$ cat src/rtl/crs_pkg.sv
// Package for the CPU core execution block: status register layout, I/O map,
// operation code list and stack depth.
// Assumes a single undivided system clock and 16-bit instruction words.
package crs_pkg;
    localparam int PC_W = 9;
    localparam int STACK_DEPTH = 3;
    localparam int REG_CNT = 32;
    localparam logic [5:0] IO_STATUS_ADDR = 6'h3f;
    localparam logic [5:0] IO_BIT_MAX = 6'h1f;
    localparam logic [4:0] POINTER_REG_IDX = 5'h1e;
    localparam logic [7:0] STATUS_RESET = 8'h00;
    localparam logic [PC_W-1:0] PC_RESET = 9'h000;
    localparam int SF_GLOB_EN = 7;
    localparam int SF_COPY_BOOL = 6;
    localparam int SF_NIBBLE_C = 5;
    localparam int SF_NEG_XOR = 4;
    localparam int SF_OFLO = 3;
    localparam int SF_BELOW = 2;
    localparam int SF_NULL = 1;
    localparam int SF_CARRY = 0;

    typedef enum logic [4:0] {
        OP_NOP = 5'h00, OP_ADD = 5'h01, OP_ADC = 5'h02, OP_SUB = 5'h03,
        OP_SBC = 5'h04, OP_CP = 5'h05, OP_AND = 5'h06, OP_OR = 5'h07,
        OP_EOR = 5'h08, OP_MOV = 5'h09, OP_LOAD_K = 5'h0a, OP_SUB_K = 5'h0b,
        OP_SBC_K = 5'h0c, OP_CP_K = 5'h0d, OP_AND_K = 5'h0e, OP_OR_K = 5'h0f,
        OP_IN = 5'h10, OP_OUT = 5'h11, OP_BIT_SET = 5'h12, OP_BIT_CLR = 5'h13,
        OP_SKIP_HIGH = 5'h14, OP_SKIP_LOW = 5'h15, OP_BIT_STORE = 5'h16, OP_BIT_LOAD = 5'h17,
        OP_RJMP = 5'h18, OP_REL_CALL = 5'h19, OP_SUB_EXIT = 5'h1a, OP_IRQ_EXIT = 5'h1b,
        OP_LDZ = 5'h1c, OP_STZ = 5'h1d, OP_INC = 5'h1e, OP_DEC = 5'h1f
    } crs_op_t;
endpackage : crs_pkg

$ cat src/rtl/crs_core.sv
// CPU core execution block: register file, ALU, program counter, return
// stack, I/O space access and status register.
// Assumes program memory answers the fetch address with the word one clock
// later, and I/O peripherals answer reads combinationally.
// Behaviour
// - Constant forms reach only registers 16..31
// - Other forms reach all 32 registers
// - Register 30 points for indirect register access
// - Read, compute, write back in one cycle
// - Nine-bit PC over 512 sixteen-bit words
// - I/O address from six instruction bits
// - Relative target is PC plus k plus one
// - Three-level nine-bit hardware return stack
// - Call pushes level 0, shifts deeper
// - Return pops level 0, shifts up
// - Deep nesting silently drops oldest address
// - Core runs on undivided input clock
// - Fetch overlaps execute, one per cycle
// - In moves I/O to register, out moves register to I/O
// - Bit operations only on I/O 0x00..0x1F
// - Bit set/clear rewrite whole I/O register
// - Global enable gates every interrupt
// - Interrupt clears, irq exit sets global enable
// - Copy flag stores transferred register bits
// - Nibble carry reports low-nibble carry
// - Sign bit always negative xor overflow
// - Flag bits 3..0 from ALU results
`timescale 1ns/1ns
module crs_core
    import crs_pkg::*;
(
    input wire logic CORE_CLK,
    input wire logic RST,
    output logic [PC_W-1:0] PROG_ADDR,
    input wire logic [15:0] PROG_DATA,
    input wire logic IRQ_REQ,
    input wire logic [PC_W-1:0] IRQ_VECTOR,
    output logic IRQ_ACK,
    output logic [5:0] IO_ADDR,
    output logic [7:0] IO_WDATA,
    output logic IO_WR,
    output logic IO_RD,
    input wire logic [7:0] IO_RDATA,
    output logic [7:0] STATUS_FLAGS
);
    typedef struct packed {
        logic [REG_CNT-1:0][7:0] gpr;
        logic [STACK_DEPTH-1:0][PC_W-1:0] stk;
        logic [PC_W-1:0] pc;
        logic [7:0] stat;
        logic flush;
    } crs_state_t;

    crs_state_t st_reg;
    crs_state_t st_next;
    crs_op_t op;

    function automatic logic [7:0] flags(input logic [7:0] old, input logic [7:0] res,
                                         input logic c, input logic v, input logic h,
                                         input logic keep_z, input logic upd_ch);
        logic [7:0] f;
        f = old;
        f[SF_BELOW] = res[7];
        f[SF_OFLO] = v;
        f[SF_NULL] = keep_z ? (old[SF_NULL] & (res == 8'h00)) : (res == 8'h00);
        if (upd_ch) begin
            f[SF_CARRY] = c;
            f[SF_NIBBLE_C] = h;
        end
        f[SF_NEG_XOR] = f[SF_BELOW] ^ f[SF_OFLO];
        return f;
    endfunction : flags

    crs_decode u_dec (
        .instr(PROG_DATA),
        .op(op)
    );

    // Constant forms carry only four register bits
    function automatic logic const_form(input crs_op_t o);
        return o == OP_LOAD_K || o == OP_SUB_K || o == OP_SBC_K || o == OP_CP_K
            || o == OP_AND_K || o == OP_OR_K;
    endfunction : const_form

    function automatic logic bit_io_form(input crs_op_t o);
        return o == OP_BIT_SET || o == OP_BIT_CLR || o == OP_SKIP_HIGH || o == OP_SKIP_LOW;
    endfunction : bit_io_form

    // Two's complement overflow of an 8-bit add or subtract
    function automatic logic ovf_of(input logic sub, input logic sa, input logic sb,
                                    input logic sr);
        return sub ? ((sa ^ sb) & (sa ^ sr)) : (~(sa ^ sb) & (sa ^ sr));
    endfunction : ovf_of

    // One clock, no divider: every state element advances on CORE_CLK
    logic [15:0] iw;
    logic [4:0] rd;
    logic [4:0] rr;
    logic [4:0] rdi;
    logic [7:0] a;
    logic [7:0] b;
    logic [7:0] kk;
    logic [7:0] res;
    logic [8:0] sum;
    logic [4:0] hsum;
    logic [5:0] ioa;
    logic [2:0] bit_sel;
    logic [PC_W-1:0] pc_inc;
    logic [PC_W-1:0] pc_skip;
    logic [PC_W-1:0] rel_tgt;
    logic take_irq, subtract, use_carry, is_logic, wr_rd, io_bit_val;

    always_comb begin
        iw = PROG_DATA;
        st_next = st_reg;
        rd = iw[8:4];
        rdi = {1'b1, iw[7:4]};
        rr = {iw[9], iw[3:0]};
        kk = {iw[11:8], iw[3:0]};
        ioa = {iw[10:9], iw[3:0]};
        if (bit_io_form(op)) begin
            ioa = {1'b0, iw[7:3]};
        end
        bit_sel = iw[2:0];
        pc_inc = st_reg.pc + 9'h001;
        // A taken skip steps over one word, never over a pair
        pc_skip = st_reg.pc + 9'h002;
        rel_tgt = st_reg.pc + iw[PC_W-1:0] + 9'h001;
        take_irq = IRQ_REQ && st_reg.stat[SF_GLOB_EN] && !st_reg.flush;
        a = st_reg.gpr[rd];
        b = st_reg.gpr[rr];
        subtract = 1'b0;
        use_carry = 1'b0;
        is_logic = 1'b0;
        wr_rd = 1'b0;
        case (op)
            OP_LOAD_K, OP_SUB_K, OP_SBC_K, OP_CP_K, OP_AND_K, OP_OR_K: begin
                a = st_reg.gpr[rdi];
                b = kk;
            end
            default: begin
            end
        endcase
        subtract = (op == OP_SUB || op == OP_SBC || op == OP_CP || op == OP_SUB_K
                    || op == OP_SBC_K || op == OP_CP_K);
        use_carry = (op == OP_ADC || op == OP_SBC || op == OP_SBC_K);
        if (subtract) begin
            sum = {1'b0, a} - {1'b0, b} - {8'h00, use_carry & st_reg.stat[SF_CARRY]};
            hsum = {1'b0, a[3:0]} - {1'b0, b[3:0]}
                   - {4'h0, use_carry & st_reg.stat[SF_CARRY]};
        end else begin
            sum = {1'b0, a} + {1'b0, b} + {8'h00, use_carry & st_reg.stat[SF_CARRY]};
            hsum = {1'b0, a[3:0]} + {1'b0, b[3:0]}
                   + {4'h0, use_carry & st_reg.stat[SF_CARRY]};
        end
        res = sum[7:0];
        io_bit_val = IO_RDATA[bit_sel];

        IO_ADDR = ioa;
        IO_WDATA = 8'h00;
        IO_WR = 1'b0;
        IO_RD = 1'b0;
        IRQ_ACK = 1'b0;
        st_next.flush = 1'b0;
        st_next.pc = pc_inc;

        if (st_reg.flush) begin
            // Word in hand is not the one to run; fetch the held address again
            // so the target executes in the next cycle
            st_next.pc = st_reg.pc;
        end else if (take_irq) begin
            // Interrupted word is not executed; it runs again after return
            IRQ_ACK = 1'b1;
            st_next.stk = {st_reg.stk[1:0], st_reg.pc};
            st_next.stat[SF_GLOB_EN] = 1'b0;
            st_next.pc = IRQ_VECTOR;
            st_next.flush = 1'b1;
        end else begin
            case (op)
                OP_ADD, OP_ADC, OP_SUB, OP_SBC, OP_SUB_K, OP_SBC_K: begin
                    wr_rd = 1'b1;
                    st_next.stat = flags(st_reg.stat, res, sum[8],
                        ovf_of(subtract, a[7], b[7], res[7]),
                        hsum[4], use_carry && subtract, 1'b1);
                end
                OP_CP, OP_CP_K: begin
                    st_next.stat = flags(st_reg.stat, res, sum[8],
                        ovf_of(1'b1, a[7], b[7], res[7]), hsum[4], 1'b0, 1'b1);
                end
                OP_AND, OP_AND_K, OP_OR, OP_OR_K, OP_EOR: begin
                    is_logic = 1'b1;
                    wr_rd = 1'b1;
                    res = (op == OP_AND || op == OP_AND_K) ? (a & b)
                        : (op == OP_EOR) ? (a ^ b) : (a | b);
                    st_next.stat = flags(st_reg.stat, res, 1'b0, 1'b0, 1'b0, 1'b0, 1'b0);
                end
                OP_INC, OP_DEC: begin
                    wr_rd = 1'b1;
                    res = (op == OP_INC) ? a + 8'h01 : a - 8'h01;
                    st_next.stat = flags(st_reg.stat, res, 1'b0,
                        (op == OP_INC) ? (res == 8'h80) : (res == 8'h7f),
                        1'b0, 1'b0, 1'b0);
                end
                OP_MOV: begin
                    wr_rd = 1'b1;
                    res = b;
                end
                OP_LOAD_K: begin
                    wr_rd = 1'b1;
                    res = kk;
                end
                OP_LDZ: begin
                    wr_rd = 1'b1;
                    res = st_reg.gpr[st_reg.gpr[POINTER_REG_IDX][4:0]];
                end
                OP_STZ: begin
                    st_next.gpr[st_reg.gpr[POINTER_REG_IDX][4:0]] = a;
                end
                OP_IN: begin
                    // Status lives here; IO_ADDR still shows its address, but no IO_RD strobe reaches the bus
                    wr_rd = 1'b1;
                    IO_RD = (ioa != IO_STATUS_ADDR);
                    res = (ioa == IO_STATUS_ADDR) ? st_reg.stat : IO_RDATA;
                end
                OP_OUT: begin
                    if (ioa == IO_STATUS_ADDR) begin
                        st_next.stat = a;
                        st_next.stat[SF_NEG_XOR] = a[SF_BELOW] ^ a[SF_OFLO];
                    end else begin
                        IO_WR = 1'b1;
                        IO_WDATA = a;
                    end
                end
                OP_BIT_SET, OP_BIT_CLR: begin
                    // Whole byte is written back, so set W1C flags get cleared
                    IO_RD = 1'b1;
                    IO_WR = 1'b1;
                    IO_WDATA = IO_RDATA;
                    IO_WDATA[bit_sel] = (op == OP_BIT_SET);
                end
                OP_SKIP_HIGH, OP_SKIP_LOW: begin
                    IO_RD = 1'b1;
                    if (io_bit_val == (op == OP_SKIP_HIGH)) begin
                        st_next.pc = pc_skip;
                        st_next.flush = 1'b1;
                    end
                end
                OP_BIT_STORE: begin
                    st_next.stat[SF_COPY_BOOL] = a[bit_sel];
                end
                OP_BIT_LOAD: begin
                    wr_rd = 1'b1;
                    res = a;
                    res[bit_sel] = st_reg.stat[SF_COPY_BOOL];
                end
                OP_RJMP: begin
                    st_next.pc = rel_tgt;
                    st_next.flush = 1'b1;
                end
                OP_REL_CALL: begin
                    st_next.stk = {st_reg.stk[1:0], pc_inc};
                    st_next.pc = rel_tgt;
                    st_next.flush = 1'b1;
                end
                OP_SUB_EXIT, OP_IRQ_EXIT: begin
                    // Deepest level is copied up, so an extra return reuses it
                    st_next.pc = st_reg.stk[0];
                    st_next.stk = {st_reg.stk[2], st_reg.stk[2:1]};
                    st_next.flush = 1'b1;
                    if (op == OP_IRQ_EXIT) begin
                        st_next.stat[SF_GLOB_EN] = 1'b1;
                    end
                end
                default: begin
                end
            endcase
            if (wr_rd) begin
                if (const_form(op)) begin
                    st_next.gpr[rdi] = res;
                end else begin
                    st_next.gpr[rd] = res;
                end
            end
        end
        PROG_ADDR = st_next.pc;
        STATUS_FLAGS = st_reg.stat;
    end

    // Reset leaves flush set, so the first cycle only fetches address zero
    always_ff @(posedge CORE_CLK) begin
        if (RST) begin
            st_reg.gpr <= '0;
            st_reg.stk <= '0;
            st_reg.pc <= PC_RESET;
            st_reg.stat <= STATUS_RESET;
            st_reg.flush <= 1'b1;
        end else begin
            st_reg <= st_next;
        end
    end
endmodule : crs_core

$ cat src/rtl/crs_decode.sv
// Instruction decoder: maps a 16-bit instruction word onto an operation code.
// Assumes the word is stable for the whole execute cycle.
`timescale 1ns/1ns
module crs_decode
    import crs_pkg::*;
(
    input wire logic [15:0] instr,
    output crs_op_t op
);
    always_comb begin
        op = OP_NOP;
        case (instr[15:12])
            4'h0: begin
                case (instr[11:10])
                    2'h1: op = OP_CP;
                    2'h2: op = OP_SBC;
                    2'h3: op = OP_ADD;
                    default: op = (instr[9:0] == 10'h000) ? OP_NOP : OP_NOP;
                endcase
            end
            4'h1: begin
                case (instr[11:10])
                    2'h1: op = OP_CP;
                    2'h2: op = OP_SUB;
                    2'h3: op = OP_ADC;
                    default: op = OP_NOP;
                endcase
            end
            4'h2: begin
                case (instr[11:10])
                    2'h0: op = OP_AND;
                    2'h1: op = OP_EOR;
                    2'h2: op = OP_OR;
                    default: op = OP_MOV;
                endcase
            end
            4'h3: op = OP_CP_K;
            4'h4: op = OP_SBC_K;
            4'h5: op = OP_SUB_K;
            4'h6: op = OP_OR_K;
            4'h7: op = OP_AND_K;
            4'h8: op = instr[9] ? OP_STZ : OP_LDZ;
            4'h9: begin
                if (instr[11:8] == 4'h8) begin
                    op = OP_BIT_CLR;
                end else if (instr[11:8] == 4'h9) begin
                    op = OP_SKIP_LOW;
                end else if (instr[11:8] == 4'ha) begin
                    op = OP_BIT_SET;
                end else if (instr[11:8] == 4'hb) begin
                    op = OP_SKIP_HIGH;
                end else if (instr == 16'h9508) begin
                    op = OP_SUB_EXIT;
                end else if (instr == 16'h9518) begin
                    op = OP_IRQ_EXIT;
                end else if (instr[11:9] == 3'h2 && instr[3:0] == 4'h3) begin
                    op = OP_INC;
                end else if (instr[11:9] == 3'h2 && instr[3:0] == 4'ha) begin
                    op = OP_DEC;
                end else begin
                    op = OP_NOP;
                end
            end
            4'hb: op = instr[11] ? OP_OUT : OP_IN;
            4'hc: op = OP_RJMP;
            4'hd: op = OP_REL_CALL;
            4'he: op = OP_LOAD_K;
            4'hf: op = instr[11] ? (instr[9] ? OP_NOP : OP_BIT_STORE) : OP_BIT_LOAD;
            default: op = OP_NOP;
        endcase
    end
endmodule : crs_decode

$ cat config.mk
export PLATFORM = sky130hd
export DESIGN_NAME = crs_core
export DESIGN_NICKNAME = d
export VERILOG_FILES = /design/src/rtl/crs_pkg.sv /design/src/rtl/crs_core.sv /design/src/rtl/crs_decode.sv
export SDC_FILE = /design/constraint.sdc
export NUM_CORES = 2
export LEC_CHECK = 0
export BUFFER_PORTS_ARGS = -buffer_cell sky130_fd_sc_hd__clkbuf_2
export CAP_MARGIN = 20
export CORE_MARGIN = 2
export CORE_UTILIZATION = 40
export DETAILED_ROUTE_END_ITERATION = 12
export PLACE_DENSITY = 0.57
export SLEW_MARGIN = 20
export SYNTH_ARGS = -nofsm -noshare
export SYNTH_HDL_FRONTEND = slang
export SYNTH_SLANG_ARGS = --single-unit
$ cat constraint.sdc
create_clock -name CORE_CLK -period 13.8 [get_ports CORE_CLK]
set_input_delay 0.69 -clock CORE_CLK [delete_from_list [all_inputs] [get_ports CORE_CLK]]
set_output_delay 0.69 -clock CORE_CLK [all_outputs]
set_load 0.02 [all_outputs]
== Yosys cells after proc, flatten, opt, wreduce, memory -nomap -nowiden ==
Index checks and enable logic that the tools add are counted.
Storage, ports and cells
  output and inout bits: 34
  input bits: 36
  memories kept: 0
  ROM bits: 0
  register bits: 301
  bits in latches: 0
  RAM bits: 0
Operators by class
  add/subtract/negate cells: 14
  reductions and logical operators: 56
  div/mod/pow operators: 0
  equality and inequality tests: 66
  $lt $le $gt $ge: 9
  shifts and indexed selects: 0
  $mul: 0
  bitwise operators: 18
  multiplexer cells: 91
Operators by type and width (count)
  2-to-1 mux 256 bit: 5
  bitwise mux 256 bit: 3
  2-to-1 mux 8 bit: 19
  binary-select mux 8 bit (select 5 bit): 3
  demux 8 bit (select 5 bit): 2
  == test 5 bit (second input constant): 16
  case mux 5 bit (15 select lines): 1
  case mux 8 bit (7 select lines): 1
  2-to-1 mux 5 bit: 11
  case mux 27 bit (2 select lines): 1
  == test 4 bit (second input constant): 12
  == test 5 x 4 -> 1 bit (second input constant): 8
  2-to-1 mux 37 bit: 1
  binary-select mux 8 bit (select 4 bit): 1
  demux 8 bit (select 4 bit): 1
  == test 16 bit (second input constant): 2
  case mux 6 bit (5 select lines): 1
  2-to-1 mux 9 bit: 3
  case mux 9 bit (3 select lines): 1
  zero test 8 bit: 3
  < comparator 5 x 6 -> 1 bit (second input constant): 4
  2-to-1 mux 1 bit: 22
  == test 5 x 3 -> 1 bit (second input constant): 4
  adder 9 x 1 -> 9 bit (second input constant): 2
  61 further kinds: 127

== Depth between registers and ports, before layout ==
  depth after elaboration: 24
  depth in mapped cells: 27

== By module ==
Synthesis repeated with hierarchy kept, for this count alone.
Unflattened totals
  cells, all modules: 2945
  area, all modules: 24427.2 um^2
Modules (own cells, without submodules)
  crs_core: area each 23951.7 um^2, instances 1, cells each 2874, sequential area each 6025.8 um^2
  crs_decode: area each 475.5 um^2, instances 1, cells each 71, sequential area each 0.0 um^2

== Least setup slack after synthesis ==
OpenSTA, ideal clock, no wires.
  kind: in2reg
  from: in PROG_DATA[5]
  to: reg st_reg[84] (netlist bit)
  slack: 7.869 ns
  stages on the path: 23
  data arrival time: 5.819 ns
  path buffers: 7
  setup time: 0.112 ns
  required time: 13.688 ns
  path through: buf_2 buf_2 buf_2 buf_1 mux4_2 mux4_2 mux2_2 clkbuf_1 buf_1 ha_1 ha_1 a21o_1 a21oi_1 o21bai_1 nor3_1 a211o_1 a311oi_1 nand2_1 nand3_1 o41a_4 buf_6 nor2_1 a2111oi_1
On the way
  word-level cells in the longest chain between the ends: 21
  elaborated cells on any way between the ends: 97
  classes of those cells: 6 x add/sub; 2 x order compare; 28 x eq/ne; 36 x mux; 4 x bitwise; 21 x reduce/logical
RTL lines
  from (decl): RTL line crs_core.sv:35  | input wire logic [15:0] PROG_DATA,
  parallel branches: the longest is 20 deep, another holds adder 8 x 8 -> 9 bit
  2-to-1 mux 256 bit (*): RTL line crs_core.sv:277  | if (wr_rd) begin
  to (signal assigned): RTL line crs_core.sv:298  | st_reg <= st_next;
  to (decl): RTL line crs_core.sv:54  | crs_state_t st_reg;
Mark *: on every way between the ends. The select of a mux whose other input is x is not followed.
A chain may end at the register's enable or synchronous reset.

== Worst setup path in the final report ==
  from: in PROG_DATA[11]
  to: reg st_reg[131] (netlist bit)
On the way
  word-level cells in the longest chain between the ends: 24
  elaborated cells on any way between the ends: 106
  classes of those cells: 6 x add/sub; 36 x eq/ne; 37 x mux; 4 x bitwise; 23 x reduce/logical
RTL lines
  == test 3 x 2 -> 1 bit: RTL line crs_decode.sv:56, crs_decode.sv:58
  logical AND 1 bit: RTL line crs_decode.sv:58  | end else if (instr[11:9] == 3'h2 && instr[3:0] == 4'ha) begin
  2-to-1 mux 5 bit: RTL line crs_decode.sv:58
  2-to-1 mux 5 bit: RTL line crs_decode.sv:56  | end else if (instr[11:9] == 3'h2 && instr[3:0] == 4'h3) begin
  2-to-1 mux 5 bit: RTL line crs_decode.sv:54  | end else if (instr == 16'h9518) begin
  2-to-1 mux 5 bit: RTL line crs_decode.sv:52  | end else if (instr == 16'h9508) begin
  2-to-1 mux 5 bit: RTL line crs_decode.sv:50  | end else if (instr[11:8] == 4'hb) begin
  2-to-1 mux 5 bit: RTL line crs_decode.sv:48  | end else if (instr[11:8] == 4'ha) begin
  2-to-1 mux 5 bit: RTL line crs_decode.sv:46  | end else if (instr[11:8] == 4'h9) begin
  2-to-1 mux 5 bit: RTL line crs_decode.sv:44  | if (instr[11:8] == 4'h8) begin
  case mux 5 bit (15 select lines) (*): RTL line crs_decode.sv:12  | case (instr[15:12])
  parallel branches: the longest is 12 deep, another holds adder 8 x 8 -> 9 bit
  2-to-1 mux 256 bit (*): RTL line crs_core.sv:277
Marks and branches as above.

==> results.py <==
metrics = {
    "finish": {
        "final_layout_size_suffix_gt1_share_pct": 18.81,
        "largest_reg_flops": 293,
        "fin_nets": 2845,
        "fin_area_mm2": 0.02621,
        "synthToLayoutAreaGrowth_pct": 7.662,
    },
    "cts": {
        "clock-root-buffer": "clkbuf_16",
        "ctsHoldBuffers": 0,
        "cts_setup_buffers": 0,
        "cts_tree": "yes",
        "clk_pin_slew_ns": 0.06,
        "clock_latency_ns": 0.58,
        "h-tree-depth": 2,
        "cts_made_buffers": 37,
        "cts.sinks": 301,
        "ctsResizeCount": 0,
        "clockBufferDepth": 3,
    },
    "min_path": {
        "min_path_type": "flip-flop to flip-flop",
    },
    "die": {
        "coreArea_mm2": 0.06025,
        "start_util_pct": 40.42,
        "die_h_um": 250.7,
        "die_area_mm2": 0.06286,
        "rows": 90,
        "dieWidth_um": 250.7,
        "io_pins": 70,
    },
    "drt": {
        "first_pass_iters": 11,
        "vias": 26880,
        "route.detailed.drc": 0,
        "vias_per_cell": 7.533,
        "ant_nets": 0,
        "drt_iter0_drc": 4606,
        "wirelength_mm": 127.5,
        "wl_per_cell_um": 35.73,
    },
    "status": {
        "status": "finished clean",
    },
    "grt": {
        "grt_pass1_wl_mm": 181.8,
        "grt_max_degree": 116,
        "grt_use_total_pct": 39.26,
        "grt_pass1_vias": 25030,
        "grt_overflow": 0,
        "antenna_found_initial": 6,
    },
    "yosys": {
        "ys_warn_count": 0,
        "netlist_instances": 2863,
        "ys_ff_latch": 301,
        "avgSynthCellArea_um2": 8.504,
        "synth_async_sr_flop_share_pct": 0,
        "synth_edf_count": 0,
        "synth_ff_type": "dfxtp_1",
        "synth_area_mm2": 0.02435,
        "synth_cell_types": 99,
        "synth.net_count": 2953,
        "ys_seq_area_share_pct": 24.75,
    },
    "placement": {
        "placed_cell_area_mm2": 0.02495,
        "gpl.final_weighted_congestion": 1.039,
        "dp_hpwl_mm": 88.46,
        "port_buffers": 69,
    },
    "sta": {
        "hold_viol": 0,
        "tns_ns": 0,
        "fin_crit_sh_pct": 54.88,
        "maxSlewViolCount": 0,
        "fmax_mhz": 132.1,
        "period_minus_slack_ns": 7.573,
        "rsz0062_at_grt": "no",
        "fin_worst_skew_ns": 0.02664,
        "setup-violations-final": 0,
        "worst_pin_slew_ns": 1.268,
        "relSlewSlack_pct": 15.49,
    },
    "worst_setup_path": {
        "critPathKind": "primary input to flip-flop",
        "cp-end-kind": "flip-flop",
        "start_kind": "primary input",
        "required_ns": 14.24,
        "worstPathArrival_ns": 8.01,
        "crit_path_max_fanout": 32,
    },
    "run": {
        "maxCapViolCount": 0,
    },
    "pwr": {
        "leakagePower_nw": 8.781,
        "peakVddDrop_uv": 70.15,
        "p_per_area_mw_per_mm2": 101.4,
    },
}
[where the power goes]
| group | switching, mW | internal, mW | total [mW] |
|---|---|---|---|
| combinational | 0.533 | 0.185 | 0.718 |
| clock | 0.435 | 0.596 | 1.03 |
| sequential | 0.0250 | 0.883 | 0.908 |
| total | 0.993 | 1.66 | 2.66 |
[synthesized netlist by cell type (62+ instances only)]
master	number	area, µm²
nand2_1	210	788.3
nand3_1	81	405.4
mux4_2	144	3243
o22ai_1	83	519.3
mux2_2	62	698.2
a21oi_1	207	1036
nor2_1	299	1122
a22oi_1	93	698.2
o21ai_0	106	530.5
clkbuf_1	163	611.8
nor3_1	131	655.6
dfxtp_1	301	6026
[placed cells by master, fill, tap and decap left out, types with 81 or more instances in the layout]
cell type | Yosys | final
o22ai_1 | 83 | 83
nand2_1 | 210 | 209
dfxtp_1 | 301 | 299
nand3_1 | 81 | 81
mux4_2 | 144 | 144
nor2_1 | 299 | 295
a22oi_1 | 93 | 93
o21ai_0 | 106 | 105
nor3_1 | 131 | 129
a21oi_1 | 207 | 206
[stage by stage]
step | util (%) | total power, mW | hold slack [ns] | cells | worst slack, ns
2_1_floorplan | - | 1.354 | 0.4450 | 2863 | 7.869
3_5_place_dp | 41.42 | 1.606 | 0.4619 | 3497 | 6.019
5_1_grt | 43.50 | 2.713 | 0.5133 | 3566 | 6.075
3_3_place_gp | 41.42 | 1.606 | 0.4592 | 3497 | 6.032
6_report | 43.51 | 2.657 | 0.4744 | 3568 | 6.227
4_1_cts | 43.47 | 2.625 | 0.4712 | 3562 | 6.605
[metal layers]
| layer | wire [µm] | up-vias | track usage (%) |
|---|---|---|---|
| li1 | - | 10970 | - |
| met1 | 47940 | 13140 | 50.47 |
| met2 | 54150 | 2263 | 58.26 |
| met3 | 16910 | 491 | 11.90 |
| met4 | 8348 | 6 | 22.38 |
| met5 | 128 | - | 1.467 |
[critical path: stages]
cell	delay (ns)
clkbuf_2	0.23
ha_1	0.45
o21bai_1	0.13
nor4_1	0.70
o22ai_1	0.61
nand2_1	0.34
buf_4	0.51
mux2i_4	0.49
buf_4	0.54
inv_1	0.36
fa_1	0.48
nor2b_1	0.12
o21ai_0	0.11
a21boi_0	0.23
o21a_1	0.14
nor2_1	0.06
xnor2_1	0.13
mux2i_1	0.27
nor2_1	0.13
a21oi_4	0.12
buf_4	0.58
nor2_1	0.10
a2111oi_0	0.44
[cell type report]
class	count	area (µm²)
timing repair buffer	141	907.1
fill	5927	34030
antenna	5	12.51
tap	782	978.4
inverter	56	210.2
clock buffer	47	1003
multi-input combinational	2218	16840
clock inverter	18	230.2
sequential	301	6033
[cells by family after synthesis]
kind of cell | share of synthesized area [%]
compound gates | 28.20
simple gates | 18.01
buf+inv | 6.459
flops | 24.75
mux | 18.30
fa+ha+maj | 2.929
xor+xnor | 1.352
[path summary, 6_finish.rpt]
kind | start | end | slack, ns | depth (start not counted)
min | st_reg[22] | st_reg[22] | 0.47 | 2
max reg2reg | st_reg[286] | st_reg[131] | 7.39 | 20
min reg2reg | st_reg[22] | st_reg[22] | 0.47 | 2
max | PROG_DATA[11] | st_reg[131] | 6.23 | 23
(Power assumes the default switching activity.)
